===== src/pkg/usm_pkg.sv =====
// package: register map, field layout and helpers of the usart spi master
// Function
// - rx complete flag is high while the receive buffer holds unread data
// - disabling the receiver flushes the receive buffer, clearing rx complete
// - tx complete sets when frame shifted out and no byte is pending
// - tx complete clears on interrupt service or on writing one to it
// - buffer empty flag shows room for data and is set after reset
// - rx complete request needs its enable, global enable and the flag
// - tx complete request needs its enable, global enable and the flag
// - buffer empty request needs its enable, global enable and the flag
// - receiver enable turns on reception and takes over the serial input
// - clearing transmitter enable waits until shifter and buffer are empty
// - two-bit mode field: async, sync, reserved, master spi
// - order, phase and polarity are taken in the mode-select write
// - data order one sends lsb first, zero sends msb first
// - clock phase picks sampling on leading or trailing clock edge
// - clock polarity sets idle clock level; with phase gives four modes
// - a write to the data register starts a send-and-receive transfer
// - buffered byte moves to the shifter as soon as it is free
// - on receive overflow the newest byte is lost, older ones kept
package usm_pkg;

    localparam int DATA_W   = 8;
    localparam int ADDR_W   = 3;
    localparam int BAUD_W   = 12;
    localparam int RX_DEPTH = 2;

    // ****************************************
    // register offsets
    // ****************************************
    localparam logic [ADDR_W-1:0] OFS_DATA    = 3'h0;
    localparam logic [ADDR_W-1:0] OFS_STAT    = 3'h1;
    localparam logic [ADDR_W-1:0] OFS_CTRL    = 3'h2;
    localparam logic [ADDR_W-1:0] OFS_FMT     = 3'h3;
    localparam logic [ADDR_W-1:0] OFS_BAUD_LO = 3'h4;
    localparam logic [ADDR_W-1:0] OFS_BAUD_HI = 3'h5;

    // ****************************************
    // field positions
    // ****************************************
    localparam int B_RXC   = 7;
    localparam int B_TXC   = 6;
    localparam int B_UDRE  = 5;
    localparam int B_RXCIE = 7;
    localparam int B_TXCIE = 6;
    localparam int B_BUFFER_EMPTY_IRQ_ENABLE = 5;
    localparam int B_RXEN  = 4;
    localparam int B_TXEN  = 3;
    localparam int B_MODE  = 6;
    localparam int B_DORD  = 2;
    localparam int B_CPHA  = 1;
    localparam int B_CPOL  = 0;

    // ****************************************
    // reset values and timing counts
    // ****************************************
    localparam logic [DATA_W-1:0] CTRL_RST  = 8'h00;
    localparam logic [DATA_W-1:0] FMT_RST   = 8'h06;
    localparam logic [BAUD_W-1:0] BAUD_RST  = 12'h000;
    localparam logic [3:0]        EDGE_LAST = 4'hF;

    typedef enum logic [1:0] {
        MODE_ASYNC = 2'b00,
        MODE_SYNC  = 2'b01,
        MODE_RSVD  = 2'b10,
        MODE_MSPI  = 2'b11
    } usm_mode_e;

    typedef enum logic {
        ENG_IDLE  = 1'b0,
        ENG_SHIFT = 1'b1
    } usm_eng_e;

    function automatic logic out_bit(input logic [7:0] b, input logic lsb);
        out_bit = lsb ? b[0] : b[7];
    endfunction : out_bit

    function automatic logic [7:0] shift_out(input logic [7:0] b,
                                             input logic lsb);
        shift_out = lsb ? {1'h0, b[7:1]} : {b[6:0], 1'h0};
    endfunction : shift_out

    function automatic logic [7:0] shift_in(input logic [7:0] b,
                                            input logic d,
                                            input logic lsb);
        shift_in = lsb ? {d, b[7:1]} : {b[6:0], d};
    endfunction : shift_in

endpackage : usm_pkg


===== src/rtl/usm_spi_ctrl.sv =====
// usart master spi control: registers, flags, buffers and pin override
//
// Design decisions made here: the register offsets and the address-and-strobe port.
`timescale 1ns/100ps
module usm_spi_ctrl
    import usm_pkg::*;
#(
    parameter int BAUD_W_P   = BAUD_W,
    parameter int RX_DEPTH_P = RX_DEPTH
) (
    // clock and reset
    input  wire logic              CLK_SYS_I,
    input  wire logic              RST_B_I,
    // register port
    input  wire logic [ADDR_W-1:0] ADDR_I,
    input  wire logic [DATA_W-1:0] WDATA_I,
    input  wire logic              WR_I,
    input  wire logic              RD_I,
    output logic [DATA_W-1:0]      RDATA_O,
    // interrupt handshake with the core
    input  wire logic              GIE_I,
    input  wire logic              TXC_ACK_I,
    output logic                   IRQ_RXC_O,
    output logic                   IRQ_TXC_O,
    output logic                   IRQ_UDRE_O,
    // serial pins
    output logic                   XCK_O,
    output logic                   XCK_OE_O,
    output logic                   TXD_O,
    output logic                   TXD_OE_O,
    input  wire logic              RXD_I,
    output logic                   RXD_SEL_O
);

    localparam int PTR_W = $clog2(RX_DEPTH_P);
    localparam logic [PTR_W:0] RX_FULL = (PTR_W+1)'(RX_DEPTH_P);

    // control, format and baud registers
    logic                   rxcie_reg;
    logic                   txcie_reg;
    logic                   buffer_empty_irq_enable_reg;
    logic                   rxen_reg;
    logic                   txen_reg;
    usm_mode_e              mode_reg;
    logic                   dord_reg;
    logic                   cpha_reg;
    logic                   cpol_reg;
    logic [BAUD_W_P-1:0]    baud_reg;
    // transmit side
    logic [DATA_W-1:0]      txbuf_reg;
    logic                   txbuf_full_reg;
    logic                   tx_on_reg;
    logic                   txc_reg;
    logic                   txc_next;
    // receive side
    logic [DATA_W-1:0]      rx_mem [RX_DEPTH_P];
    logic [PTR_W-1:0]       rx_wp_reg;
    logic [PTR_W-1:0]       rx_rp_reg;
    logic [PTR_W:0]         rx_cnt_reg;
    logic                   rxd_s1_reg;
    logic                   rxd_s2_reg;
    logic                   rxd_s3_reg;
    logic                   rxd_flt_reg;
    // outputs
    logic [DATA_W-1:0]      rdata_reg;
    logic [2:0]             irq_reg;
    // decoded strobes
    logic                   wr_data;
    logic                   rd_data;
    logic                   mspi;
    logic                   tx_accept;
    logic                   eng_start;
    logic                   eng_busy;
    logic                   eng_done;
    logic [DATA_W-1:0]      eng_rx;
    logic                   eng_sck;
    logic                   eng_mosi;
    logic                   push;
    logic                   pop;
    logic                   rxc;
    logic                   udre;
    logic                   txc_set;
    logic                   txc_clr;

    assign wr_data = WR_I && (ADDR_I == OFS_DATA);
    assign rd_data = RD_I && (ADDR_I == OFS_DATA);
    // only master spi mode runs frames
    assign mspi    = (mode_reg == MODE_MSPI);
    assign udre    = !txbuf_full_reg;
    assign rxc     = (rx_cnt_reg != '0);

    // ****************************************
    // serial input synchroniser
    // ****************************************
    always_ff @(posedge CLK_SYS_I or negedge RST_B_I) begin
        if (!RST_B_I) begin
            rxd_s1_reg  <= 1'h1;
            rxd_s2_reg  <= 1'h1;
            rxd_s3_reg  <= 1'h1;
            rxd_flt_reg <= 1'h1;
        end else begin
            rxd_s1_reg <= RXD_I;
            rxd_s2_reg <= rxd_s1_reg;
            rxd_s3_reg <= rxd_s2_reg;
            // a level only counts once two stages agree
            if (rxd_s2_reg == rxd_s3_reg) begin
                rxd_flt_reg <= rxd_s3_reg;
            end
        end
    end

    // ****************************************
    // control, format and baud registers
    // ****************************************
    always_ff @(posedge CLK_SYS_I or negedge RST_B_I) begin
        if (!RST_B_I) begin
            rxcie_reg <= CTRL_RST[B_RXCIE];
            txcie_reg <= CTRL_RST[B_TXCIE];
            buffer_empty_irq_enable_reg <= CTRL_RST[B_BUFFER_EMPTY_IRQ_ENABLE];
            rxen_reg  <= CTRL_RST[B_RXEN];
            txen_reg  <= CTRL_RST[B_TXEN];
        end else if (WR_I && (ADDR_I == OFS_CTRL)) begin
            rxcie_reg <= WDATA_I[B_RXCIE];
            txcie_reg <= WDATA_I[B_TXCIE];
            buffer_empty_irq_enable_reg <= WDATA_I[B_BUFFER_EMPTY_IRQ_ENABLE];
            rxen_reg  <= WDATA_I[B_RXEN];
            txen_reg  <= WDATA_I[B_TXEN];
        end
    end

    always_ff @(posedge CLK_SYS_I or negedge RST_B_I) begin
        if (!RST_B_I) begin
            mode_reg <= usm_mode_e'(FMT_RST[B_MODE +: 2]);
            dord_reg <= FMT_RST[B_DORD];
            cpha_reg <= FMT_RST[B_CPHA];
            cpol_reg <= FMT_RST[B_CPOL];
        end else if (WR_I && (ADDR_I == OFS_FMT)) begin
            mode_reg <= usm_mode_e'(WDATA_I[B_MODE +: 2]);
            dord_reg <= WDATA_I[B_DORD];
            cpha_reg <= WDATA_I[B_CPHA];
            cpol_reg <= WDATA_I[B_CPOL];
        end
    end

    always_ff @(posedge CLK_SYS_I or negedge RST_B_I) begin
        if (!RST_B_I) begin
            baud_reg <= BAUD_W_P'(BAUD_RST);
        end else if (WR_I && (ADDR_I == OFS_BAUD_LO)) begin
            baud_reg[7:0] <= WDATA_I;
        end else if (WR_I && (ADDR_I == OFS_BAUD_HI)) begin
            baud_reg[BAUD_W_P-1:8] <= WDATA_I[BAUD_W_P-9:0];
        end
    end

    // ****************************************
    // transmit buffer and transmitter enable
    // ****************************************
    // a data write fills the buffer when the transmitter is enabled and the buffer is empty
    assign tx_accept = wr_data && txen_reg && udre;
    assign eng_start = txbuf_full_reg && tx_on_reg && mspi && !eng_busy;

    always_ff @(posedge CLK_SYS_I or negedge RST_B_I) begin
        if (!RST_B_I) begin
            txbuf_reg      <= 8'h00;
            txbuf_full_reg <= 1'h0;
        end else if (tx_accept) begin
            txbuf_reg      <= WDATA_I;
            txbuf_full_reg <= 1'h1;
        end else if (eng_start) begin
            txbuf_full_reg <= 1'h0;
        end
    end

    always_ff @(posedge CLK_SYS_I or negedge RST_B_I) begin
        if (!RST_B_I) begin
            tx_on_reg <= 1'h0;
        end else begin
            tx_on_reg <= txen_reg || txbuf_full_reg || eng_busy;
        end
    end

    assign txc_set  = eng_done && !txbuf_full_reg;
    // cleared by service or write one
    assign txc_clr  = TXC_ACK_I
                   || (WR_I && (ADDR_I == OFS_STAT) && WDATA_I[B_TXC]);
    assign txc_next = txc_set || (txc_reg && !txc_clr);

    always_ff @(posedge CLK_SYS_I or negedge RST_B_I) begin
        if (!RST_B_I) begin
            txc_reg <= 1'h0;
        end else begin
            txc_reg <= txc_next;
        end
    end

    usm_shift_engine #(
        .BAUD_W_P    (BAUD_W_P)
    ) u_engine (
        .clk_i       (CLK_SYS_I),
        .rst_b_i     (RST_B_I),
        .start_i     (eng_start),
        .tx_byte_i   (txbuf_reg),
        .baud_i      (baud_reg),
        .cpol_i      (cpol_reg),
        .cpha_i      (cpha_reg),
        .lsb_first_i (dord_reg),
        .miso_i      (rxd_flt_reg),
        .sck_o       (eng_sck),
        .mosi_o      (eng_mosi),
        .busy_o      (eng_busy),
        .done_o      (eng_done),
        .rx_byte_o   (eng_rx)
    );

    // ****************************************
    // receive buffer
    // ****************************************
    // a full buffer drops the new byte
    assign push = eng_done && rxen_reg && (rx_cnt_reg != RX_FULL);
    assign pop  = rd_data && rxc;

    always_ff @(posedge CLK_SYS_I) begin
        if (push) begin
            rx_mem[rx_wp_reg] <= eng_rx;
        end
    end

    always_ff @(posedge CLK_SYS_I or negedge RST_B_I) begin
        if (!RST_B_I) begin
            rx_wp_reg  <= '0;
            rx_rp_reg  <= '0;
            rx_cnt_reg <= '0;
        end else if (!rxen_reg) begin
            rx_wp_reg  <= '0;
            rx_rp_reg  <= '0;
            rx_cnt_reg <= '0;
        end else begin
            if (push) begin
                rx_wp_reg <= rx_wp_reg + PTR_W'(1);
            end
            if (pop) begin
                rx_rp_reg <= rx_rp_reg + PTR_W'(1);
            end
            if (push && !pop) begin
                rx_cnt_reg <= rx_cnt_reg + (PTR_W+1)'(1);
            end else if (pop && !push) begin
                rx_cnt_reg <= rx_cnt_reg - (PTR_W+1)'(1);
            end
        end
    end

    // ****************************************
    // interrupt requests and read port
    // ****************************************
    // enable, global enable and flag
    always_ff @(posedge CLK_SYS_I or negedge RST_B_I) begin
        if (!RST_B_I) begin
            irq_reg <= 3'h0;
        end else begin
            irq_reg <= {rxcie_reg && rxc, txcie_reg && txc_reg,
                        buffer_empty_irq_enable_reg && udre} & {3{GIE_I}};
        end
    end

    always_ff @(posedge CLK_SYS_I or negedge RST_B_I) begin
        if (!RST_B_I) begin
            rdata_reg <= 8'h00;
        end else if (!RD_I) begin
            rdata_reg <= 8'h00;
        end else begin
            case (ADDR_I)
                OFS_DATA:    rdata_reg <= rxc ? rx_mem[rx_rp_reg] : 8'h00;
                OFS_STAT:    rdata_reg <= {rxc, txc_reg, udre, 5'h00};
                OFS_CTRL:    rdata_reg <= {rxcie_reg, txcie_reg, buffer_empty_irq_enable_reg,
                                           rxen_reg, txen_reg, 3'h0};
                OFS_FMT:     rdata_reg <= {mode_reg, 3'h0, dord_reg,
                                           cpha_reg, cpol_reg};
                OFS_BAUD_LO: rdata_reg <= baud_reg[7:0];
                OFS_BAUD_HI: rdata_reg <= 8'(baud_reg[BAUD_W_P-1:8]);
                default:     rdata_reg <= 8'h00;
            endcase
        end
    end

    assign RDATA_O    = rdata_reg;
    assign IRQ_RXC_O  = irq_reg[2];
    assign IRQ_TXC_O  = irq_reg[1];
    assign IRQ_UDRE_O = irq_reg[0];
    assign XCK_O      = eng_sck;
    assign XCK_OE_O   = tx_on_reg;
    assign TXD_O      = eng_mosi;
    assign TXD_OE_O   = tx_on_reg;
    assign RXD_SEL_O  = rxen_reg;

    logic [16:0] frame_cnt_reg;

    // counts busy cycles of the current frame
    always_ff @(posedge CLK_SYS_I or negedge RST_B_I) begin
        if (!RST_B_I) begin
            frame_cnt_reg <= 17'h00000;
        end else if (eng_start) begin
            frame_cnt_reg <= 17'h00000;
        end else if (eng_busy) begin
            frame_cnt_reg <= frame_cnt_reg + 17'h00001;
        end
    end
endmodule : usm_spi_ctrl


===== src/rtl/usm_shift_engine.sv =====
// transfer engine: baud divider, transfer clock and eight-bit shifter
`timescale 1ns/100ps
module usm_shift_engine
    import usm_pkg::*;
#(
    parameter int BAUD_W_P = BAUD_W
) (
    // clock and reset
    input  wire logic                clk_i,
    input  wire logic                rst_b_i,
    // frame request
    input  wire logic                start_i,
    input  wire logic [DATA_W-1:0]   tx_byte_i,
    input  wire logic [BAUD_W_P-1:0] baud_i,
    // format
    input  wire logic                cpol_i,
    input  wire logic                cpha_i,
    input  wire logic                lsb_first_i,
    // serial lines
    input  wire logic                miso_i,
    output logic                     sck_o,
    output logic                     mosi_o,
    // status
    output logic                     busy_o,
    output logic                     done_o,
    output logic [DATA_W-1:0]        rx_byte_o
);

    usm_eng_e              state_reg;
    logic [BAUD_W_P-1:0]   div_reg;
    logic [3:0]            edge_reg;
    logic                  lead_reg;
    logic                  sck_reg;
    logic                  mosi_reg;
    logic                  done_reg;
    logic [DATA_W-1:0]     txsh_reg;
    logic [DATA_W-1:0]     rxsh_reg;
    logic                  tick;

    // one tick per half period of the transfer clock
    assign tick = (div_reg == '0);

    // ****************************************
    // frame sequencing
    // ****************************************
    // baud divider
    always_ff @(posedge clk_i or negedge rst_b_i) begin
        if (!rst_b_i) begin
            state_reg <= ENG_IDLE;
            div_reg   <= '0;
            edge_reg  <= 4'h0;
            done_reg  <= 1'h0;
        end else begin
            done_reg <= 1'h0;
            case (state_reg)
                ENG_IDLE: begin
                    div_reg  <= baud_i;
                    edge_reg <= 4'h0;
                    if (start_i) begin
                        state_reg <= ENG_SHIFT;
                    end
                end
                ENG_SHIFT: begin
                    if (tick) begin
                        div_reg  <= baud_i;
                        edge_reg <= edge_reg + 4'h1;
                        if (edge_reg == EDGE_LAST) begin
                            state_reg <= ENG_IDLE;
                            done_reg  <= 1'h1;
                        end
                    end else begin
                        div_reg <= div_reg - BAUD_W_P'(1);
                    end
                end
                default: state_reg <= ENG_IDLE;
            endcase
        end
    end

    // ****************************************
    // clock and data shifting
    // ****************************************
    always_ff @(posedge clk_i or negedge rst_b_i) begin
        if (!rst_b_i) begin
            lead_reg <= 1'h1;
            sck_reg  <= 1'h0;
            mosi_reg <= 1'h0;
            txsh_reg <= 8'h00;
            rxsh_reg <= 8'h00;
        end else if (state_reg == ENG_IDLE) begin
            sck_reg  <= cpol_i;
            lead_reg <= 1'h1;
            if (start_i) begin
                if (cpha_i) begin
                    txsh_reg <= tx_byte_i;
                end else begin
                    mosi_reg <= out_bit(tx_byte_i, lsb_first_i);
                    txsh_reg <= shift_out(tx_byte_i, lsb_first_i);
                end
            end
        end else if (tick) begin
            sck_reg  <= ~sck_reg;
            lead_reg <= ~lead_reg;
            // sample on leading or trailing edge
            if (lead_reg == cpha_i) begin
                mosi_reg <= out_bit(txsh_reg, lsb_first_i);
                txsh_reg <= shift_out(txsh_reg, lsb_first_i);
            end else begin
                rxsh_reg <= shift_in(rxsh_reg, miso_i, lsb_first_i);
            end
        end
    end

    assign sck_o     = sck_reg;
    assign mosi_o    = mosi_reg;
    assign busy_o    = (state_reg == ENG_SHIFT);
    assign done_o    = done_reg;
    assign rx_byte_o = rxsh_reg;

endmodule : usm_shift_engine


===== config.mk =====
export PLATFORM = sky130hd
export DESIGN_NAME = usm_spi_ctrl
export DESIGN_NICKNAME = d
export VERILOG_FILES = /design/src/pkg/usm_pkg.sv /design/src/rtl/usm_spi_ctrl.sv /design/src/rtl/usm_shift_engine.sv
export SDC_FILE = /design/constraint.sdc
export NUM_CORES = 1
export LEC_CHECK = 0
export BUFFER_PORTS_ARGS = -buffer_cell sky130_fd_sc_hd__buf_2
export CAP_MARGIN = 20
export CORE_ASPECT_RATIO = 0.7
export CORE_MARGIN = 4
export CORE_UTILIZATION = 32
export DETAILED_ROUTE_END_ITERATION = 8
export SYNTH_ARGS = -nofsm -noshare
export SYNTH_HDL_FRONTEND = slang
export SYNTH_SLANG_ARGS = --single-unit

===== constraint.sdc =====
create_clock -name CLK_SYS_I -period 4.7 [get_ports CLK_SYS_I]
set_input_delay 0.235 -clock CLK_SYS_I [delete_from_list [all_inputs] [get_ports CLK_SYS_I]]
set_output_delay 0.235 -clock CLK_SYS_I [all_outputs]
set_load 0.005 [all_outputs]

==> run summary, run 1 <==
routed len/inst -> 17.0 um
core occupancy in the finished layout -> 0.374
Worst Hold Class -> in2reg
Detail Route Antenna Nets -> 0
maximum clock frequency -> 0.401 GHz
ant diodes -> 0
RSZ-0062 raised after global routing -> false
leading cell types in the layout, fill and taps excluded -> sky130_fd_sc_hd__dfrtp_1, sky130_fd_sc_hd__mux2_2, sky130_fd_sc_hd__nand2_1, sky130_fd_sc_hd__buf_2, sky130_fd_sc_hd__mux2i_1
Post-Layout Inst Area -> 5580 sq um
IO Pins -> 34
Fin Setup TNS -> 0 ns
total clock sinks -> 105
CTS clock-pin slew for the worst setup and hold paths -> 0.07 ns
detailed placement HPWL -> 8020 um
maximum vdd ir drop -> 0.000203 V
worst-margin pin slew -> 0.961 ns
final clock skew -> 0.00828 ns
number of non-filler instances in the completed layout -> 642
cell row count -> 37
area growth from synthesis to layout -> 12.8%
CP peak stage delay -> 0.72 ns
die area -> 17,500 sq um
router iterations before antenna repair -> 4
Post-Synthesis Net Count -> 435
# setup viols final -> 0
share of Yosys cell area claimed by the top area cell type -> 0.415
flip-flop count of the largest register, all copies and words added -> 16
Synth warnings -> 0
number of register bits inferred by synthesis -> 105
data required time at the worst endpoint -> 4.92 ns
count of endpoints failing hold in the final timing report -> 0
worst max-slew margin expressed relative to the limit -> 0.353
Synth async-reset ratio -> 0.848
sum of internal, switching and leakage power -> 2.73 mW
Max Buffers Root-to-Sink -> 2
Final period util -> 0.531
Clk Tree Root Cell -> sky130_fd_sc_hd__clkbuf_16
ratio of cells with drive above 1 in the final layout -> 0.260
cell-by-cell trace of the critical path -> clkinv_1, a31o_2, o21ai_4, mux2_4
distinct cell type count of the synthesized netlist -> 56
post-detailed-route DRC marker count -> 0
Period minus WS final -> 2.50 ns
max-slew violations -> 0
clock latency reported for the late side of the worst-skew pair -> 0.34 ns
result of the run -> finished, final reports clean
antenna violations before repair -> 0
via count of the first global-routing pass -> 3,241
number of synthesized flops with an enable pin -> 16
nature of the critical path endpoint -> register
total gr overflow -> 0
Worst Setup Path Type -> reg2reg
routability-driven placement congestion ratio -> 0.776
layout net count -> 463
largest cells by area after synthesis -> sky130_fd_sc_hd__dfrtp_1, sky130_fd_sc_hd__mux2_2, sky130_fd_sc_hd__edfxtp_1
area of the core -> 14,900 sq um
Routed WL -> 10,900 um
global-route wire length before repair -> 17,700 um
total number of vias -> 3,293
Detailed Route Iter0 Violations -> 153
top flip-flop cell by instance count after synthesis -> sky130_fd_sc_hd__dfrtp_1
pin count of the biggest net entering global routing -> 47
Post-Place Cells -> 624
cell taking the most area after synthesis -> sky130_fd_sc_hd__dfrtp_1
P_leak -> 2.38 nW
Slowest cell on crit path -> sky130_fd_sc_hd__dfrtp_1
crit start category -> register
power density of the placed cells -> 490 nW/um^2
instance count of the mapped netlist -> 414
largest driver fanout on the critical path -> 25
MaxCap Viol Count -> 0
most frequent standard cell in the layout excluding fill and tap cells -> sky130_fd_sc_hd__dfrtp_1
TritonCTS Buffers -> 9
CTS tree -> yes
die span in y -> 112 um
initial cell density of the core -> 0.332
total global-route track usage -> 0.128
number of port buffers -> 33
cell area reported after detailed placement -> 5270 sq um
number of vias per cell after detailed routing -> 5.13
horizontal extent of the die -> 157 um
Arr. time, crit path -> 2.72 ns
fraction of the yosys area taken by sequential cells -> 0.549
depth of the CTS H-tree -> 3
average size of a mapped cell -> 11.9 sq um
netlist area before placement -> 4940 sq um
number of resized instances in the post-cts repair step -> 0
-- area by class of cell --
cell class                      count  area (sq um)
Inverter                           13          48.8
Tap cell                          195           244
Fill cell                        1456          9330
Timing Repair Buffer               36           195
Sequential cell                   105          2720
Clock buffer                       12           236
Clock inverter                      4          52.6
Multi-Input combinational cell    277          2090
-- worst max-delay path: cells and delay by family, from the launching register on --
family	cells	cell delay, ns
buffers and inverters	1	0.56
AO/OA/AOI/OAI	2	0.76
multiplexers	1	0.33
flip-flops	1	0.72
-- through the flow --
step,hold WS [ns],setup WS [ns]
after detailed placement,0.269,2.25
after global placement,0.258,2.34
after global routing,0.124,1.97
after floorplan,-0.0606,2.96
final,0.117,2.20
after CTS,0.110,2.23
-- repair_timing --
action                    4_1_cts  5_1_grt
setup buffers                   0        0
hold buffers                    2        0
hold endpoints to repair       44        0
-- per-layer routing --
metal / track usage / routed length [um]
met5: 0 / 0
met4: 0.0243 / 80
met3: 0.0439 / 772
met2: 0.183 / 4720
met1: 0.190 / 5370
-- cells in the mapped netlist (3+ instances only) --
library cell and instances:
sky130_fd_sc_hd__a21oi_1 11, sky130_fd_sc_hd__a22oi_1 4, sky130_fd_sc_hd__and2_1 5, sky130_fd_sc_hd__and3_1 4, sky130_fd_sc_hd__buf_2 12, sky130_fd_sc_hd__clkbuf_1 5, sky130_fd_sc_hd__dfrtp_1 82, sky130_fd_sc_hd__dfstp_2 7
sky130_fd_sc_hd__edfxtp_1 16, sky130_fd_sc_hd__ha_1 3, sky130_fd_sc_hd__inv_1 12, sky130_fd_sc_hd__mux2_2 49, sky130_fd_sc_hd__mux2_4 3, sky130_fd_sc_hd__mux2i_1 27, sky130_fd_sc_hd__nand2_1 35, sky130_fd_sc_hd__nand2b_1 3
sky130_fd_sc_hd__nand3_1 14, sky130_fd_sc_hd__nand3b_1 3, sky130_fd_sc_hd__nand4_1 3, sky130_fd_sc_hd__nor2_1 25, sky130_fd_sc_hd__nor2b_1 6, sky130_fd_sc_hd__o21ai_0 25, sky130_fd_sc_hd__o221ai_1 4, sky130_fd_sc_hd__xnor2_1 5
sky130_fd_sc_hd__xor2_1 12
-- logic make-up after synthesis --
kind of cell,Yosys count,synth area share
XOR/XNOR,17,0.0301
flip-flops,105,0.549
AO/OA/AOI/OAI,61,0.0779
multiplexers,80,0.180
adder cells (fa/ha/maj),4,0.00962
AND/OR/NAND/NOR,115,0.124
buffers and inverters,32,0.0288
-- power breakdown --
part / switching [mW] / total, mW / internal [mW] / leakage, nW
registers: 0.236 / 1.34 / 1.11 / 1.28
clock network: 0.331 / 0.746 / 0.416 / 0.137
logic: 0.328 / 0.646 / 0.318 / 0.965
-- path summary, 6_finish.rpt --
check,from,cells past startpoint,to,slack (ns)
setup / recovery,u_engine.busy_o,4,u_engine.txsh_reg[0],2.20
hold / removal,GIE_I,3,irq_reg[2],0.12
setup reg to reg,u_engine.busy_o,4,u_engine.txsh_reg[0],2.20
hold reg to reg,rxd_s1_reg,0,rxd_s2_reg,0.36
max in group asynchronous,RST_B_I,3,txbuf_reg[2],3.24
min in group asynchronous,RST_B_I,2,RDATA_O[2],0.42
(Power assumes the default switching activity.)
==> inputs of run 2 (changes only) <==
- clock period: 4.7 -> 2.3 ns (I/O delays scaled with it)
==> run summary, run 2 (synthesis results as in run 1) <==
worst-margin pin slew -> 0.544 ns (-0.417 ns)
detailed placement HPWL -> 8120 um (+1.3%)
IO Pins -> 34 (unchanged)
maximum clock frequency -> 0.500 GHz (+25%)
antenna violations before repair -> 0 (unchanged)
ratio of cells with drive above 1 in the final layout -> 0.283 (+0.0237)
worst-case register-to-register setup slack -> 0.30 ns (-1.91 ns)
nature of the critical path endpoint -> register
Detail Route Antenna Nets -> 0 (unchanged)
number of vias per cell after detailed routing -> 5.04 (-1.7%)
horizontal extent of the die -> 157 um (unchanged)
MaxCap Viol Count -> 0 (unchanged)
clock latency reported for the late side of the worst-skew pair -> 0.34 ns (about the same)
number of non-filler instances in the completed layout -> 655 (+2.0%)
die area -> 17,500 sq um (unchanged)
number of resized instances in the post-cts repair step -> 0 (unchanged)
maximum vdd ir drop -> 0.000406 V (+100%)
Clk Tree Root Cell -> sky130_fd_sc_hd__clkbuf_16
# setup viols final -> 0 (unchanged)
largest driver fanout on the critical path -> 8 (-68%)
Max Buffers Root-to-Sink -> 2 (unchanged)
initial cell density of the core -> 0.332 (unchanged)
routed len/inst -> 17.0 um (-0.13%)
Period minus WS final -> 2.00 ns (-0.495 ns)
depth of the CTS H-tree -> 3 (unchanged)
Final period util -> 0.870 (+0.339)
Worst Hold Class -> in2reg
total gr overflow -> 0 (unchanged)
area of the core -> 14,900 sq um (unchanged)
most frequent standard cell in the layout excluding fill and tap cells -> sky130_fd_sc_hd__dfrtp_1
Detailed Route Iter0 Violations -> 242 (+58%)
worst max-slew margin expressed relative to the limit -> 0.635 (+0.281)
CTS tree -> yes
power density of the placed cells -> 1030 nW/um^2 (+110%)
Final Hold Slack -> 0.0118 ns (-0.105 ns)
RSZ-0062 raised after global routing -> false
routability-driven placement congestion ratio -> 0.819 (+5.5%)
via count of the first global-routing pass -> 3,245 (+0.12%)
Post-CTS Setup Bufs -> 0 (unchanged)
flip-flop count of the largest register, all copies and words added -> 16 (unchanged)
quantity of hold-fixing buffers added after cts -> 2 (unchanged)
total global-route track usage -> 0.132 (+0.00369)
data required time at the worst endpoint -> 2.52 ns (-2.40 ns)
leading cell types in the layout, fill and taps excluded -> sky130_fd_sc_hd__dfrtp_1, sky130_fd_sc_hd__mux2_2, sky130_fd_sc_hd__nand2_1, sky130_fd_sc_hd__buf_2, sky130_fd_sc_hd__mux2i_1
area growth from synthesis to layout -> 16.0%
die span in y -> 112 um (unchanged)
count of endpoints failing hold in the final timing report -> 0 (unchanged)
Worst Setup Path Type -> reg2reg
Fin Setup TNS -> 0 ns (unchanged)
Routed WL -> 11,100 um (+1.9%)
pin count of the biggest net entering global routing -> 55 (+17%)
number of port buffers -> 33 (unchanged)
global-route wire length before repair -> 18,000 um (+1.8%)
final clock skew -> 0.00731 ns (-0.000970 ns)
cell row count -> 37 (unchanged)
Post-Place Cells -> 636 (+1.9%)
TritonCTS Buffers -> 9 (unchanged)
total clock sinks -> 105 (unchanged)
max-slew violations -> 0 (unchanged)
router iterations before antenna repair -> 5 (+1)
core occupancy in the finished layout -> 0.385 (+0.0106)
total number of vias -> 3,304 (+0.33%)
P_leak -> 2.47 nW (+4.0%)
layout net count -> 475 (+2.6%)
crit start category -> register
post-detailed-route DRC marker count -> 0 (unchanged)
CTS clock-pin slew for the worst setup and hold paths -> 0.07 ns (about the same)
Arr. time, crit path -> 2.22 ns (-0.50 ns)
result of the run -> finished, final reports clean
-- run 2: worst paths after layout --
path	start	to	depth (start not counted)
max in group asynchronous	RST_B_I	rxd_s2_reg	3
setup reg to reg	u_engine.div_reg[0]	u_engine.rx_byte_o[2]	6
hold / removal	GIE_I	irq_reg[2]	3
min in group asynchronous	RST_B_I	RDATA_O[1]	2
hold reg to reg	rxd_s1_reg	rxd_s2_reg	0
setup / recovery	u_engine.div_reg[0]	u_engine.rx_byte_o[2]	6
-- run 2: cell type report --
type                            count  area (sq um)
Antenna cell                        1          2.50
Clock buffer                       12           268
Tap cell                          195           244
Timing Repair Buffer               48           298
Multi-Input combinational cell    277          2090
Fill cell                        1451          9170
Clock inverter                      4          73.8
Sequential cell                   105          2720
Inverter                           13          48.8
-- run 2: worst max-delay path, stage by stage (launching register included) --
cell	delay (ns)
sky130_fd_sc_hd__dfrtp_1	0.41
sky130_fd_sc_hd__inv_1	0.09
sky130_fd_sc_hd__ha_1	0.15
sky130_fd_sc_hd__nor4b_4	0.33
sky130_fd_sc_hd__nand3_1	0.14
sky130_fd_sc_hd__nor2_2	0.37
sky130_fd_sc_hd__mux2_2	0.39
-- run 2: stage by stage --
| stage | setup WS (ns) | area (sq um) | total power, mW |
|---|---|---|---|
| 2_1_floorplan | 0.556 | 4940 | 3.69 |
| 3_3_place_gp | 0.339 | 5370 | 4.14 |
| 3_5_place_dp | 0.274 | 5370 | 4.20 |
| 4_1_cts | 0.266 | 5730 | 5.96 |
| 5_1_grt | 0.153 | 5730 | 6.25 |
| 6_report | 0.300 | 5740 | 5.89 |
-- run 2: power by group --
group / total [mW] / switching [mW] / internal [mW]
registers: 2.65 / 0.397 / 2.26
clock network: 1.74 / 0.688 / 1.05
logic: 1.50 / 0.770 / 0.730
-- run 2: per-layer routing --
metal | GRT usage | vias to the layer above | wire, um
met3 | 0.0501 | 10 | 941
met5 | 0 | - | 0
met1 | 0.205 | 1642 | 5660
met2 | 0.170 | 97 | 4460
met4 | 0.0318 | 0 | 85
li1 | - | 1555 | -
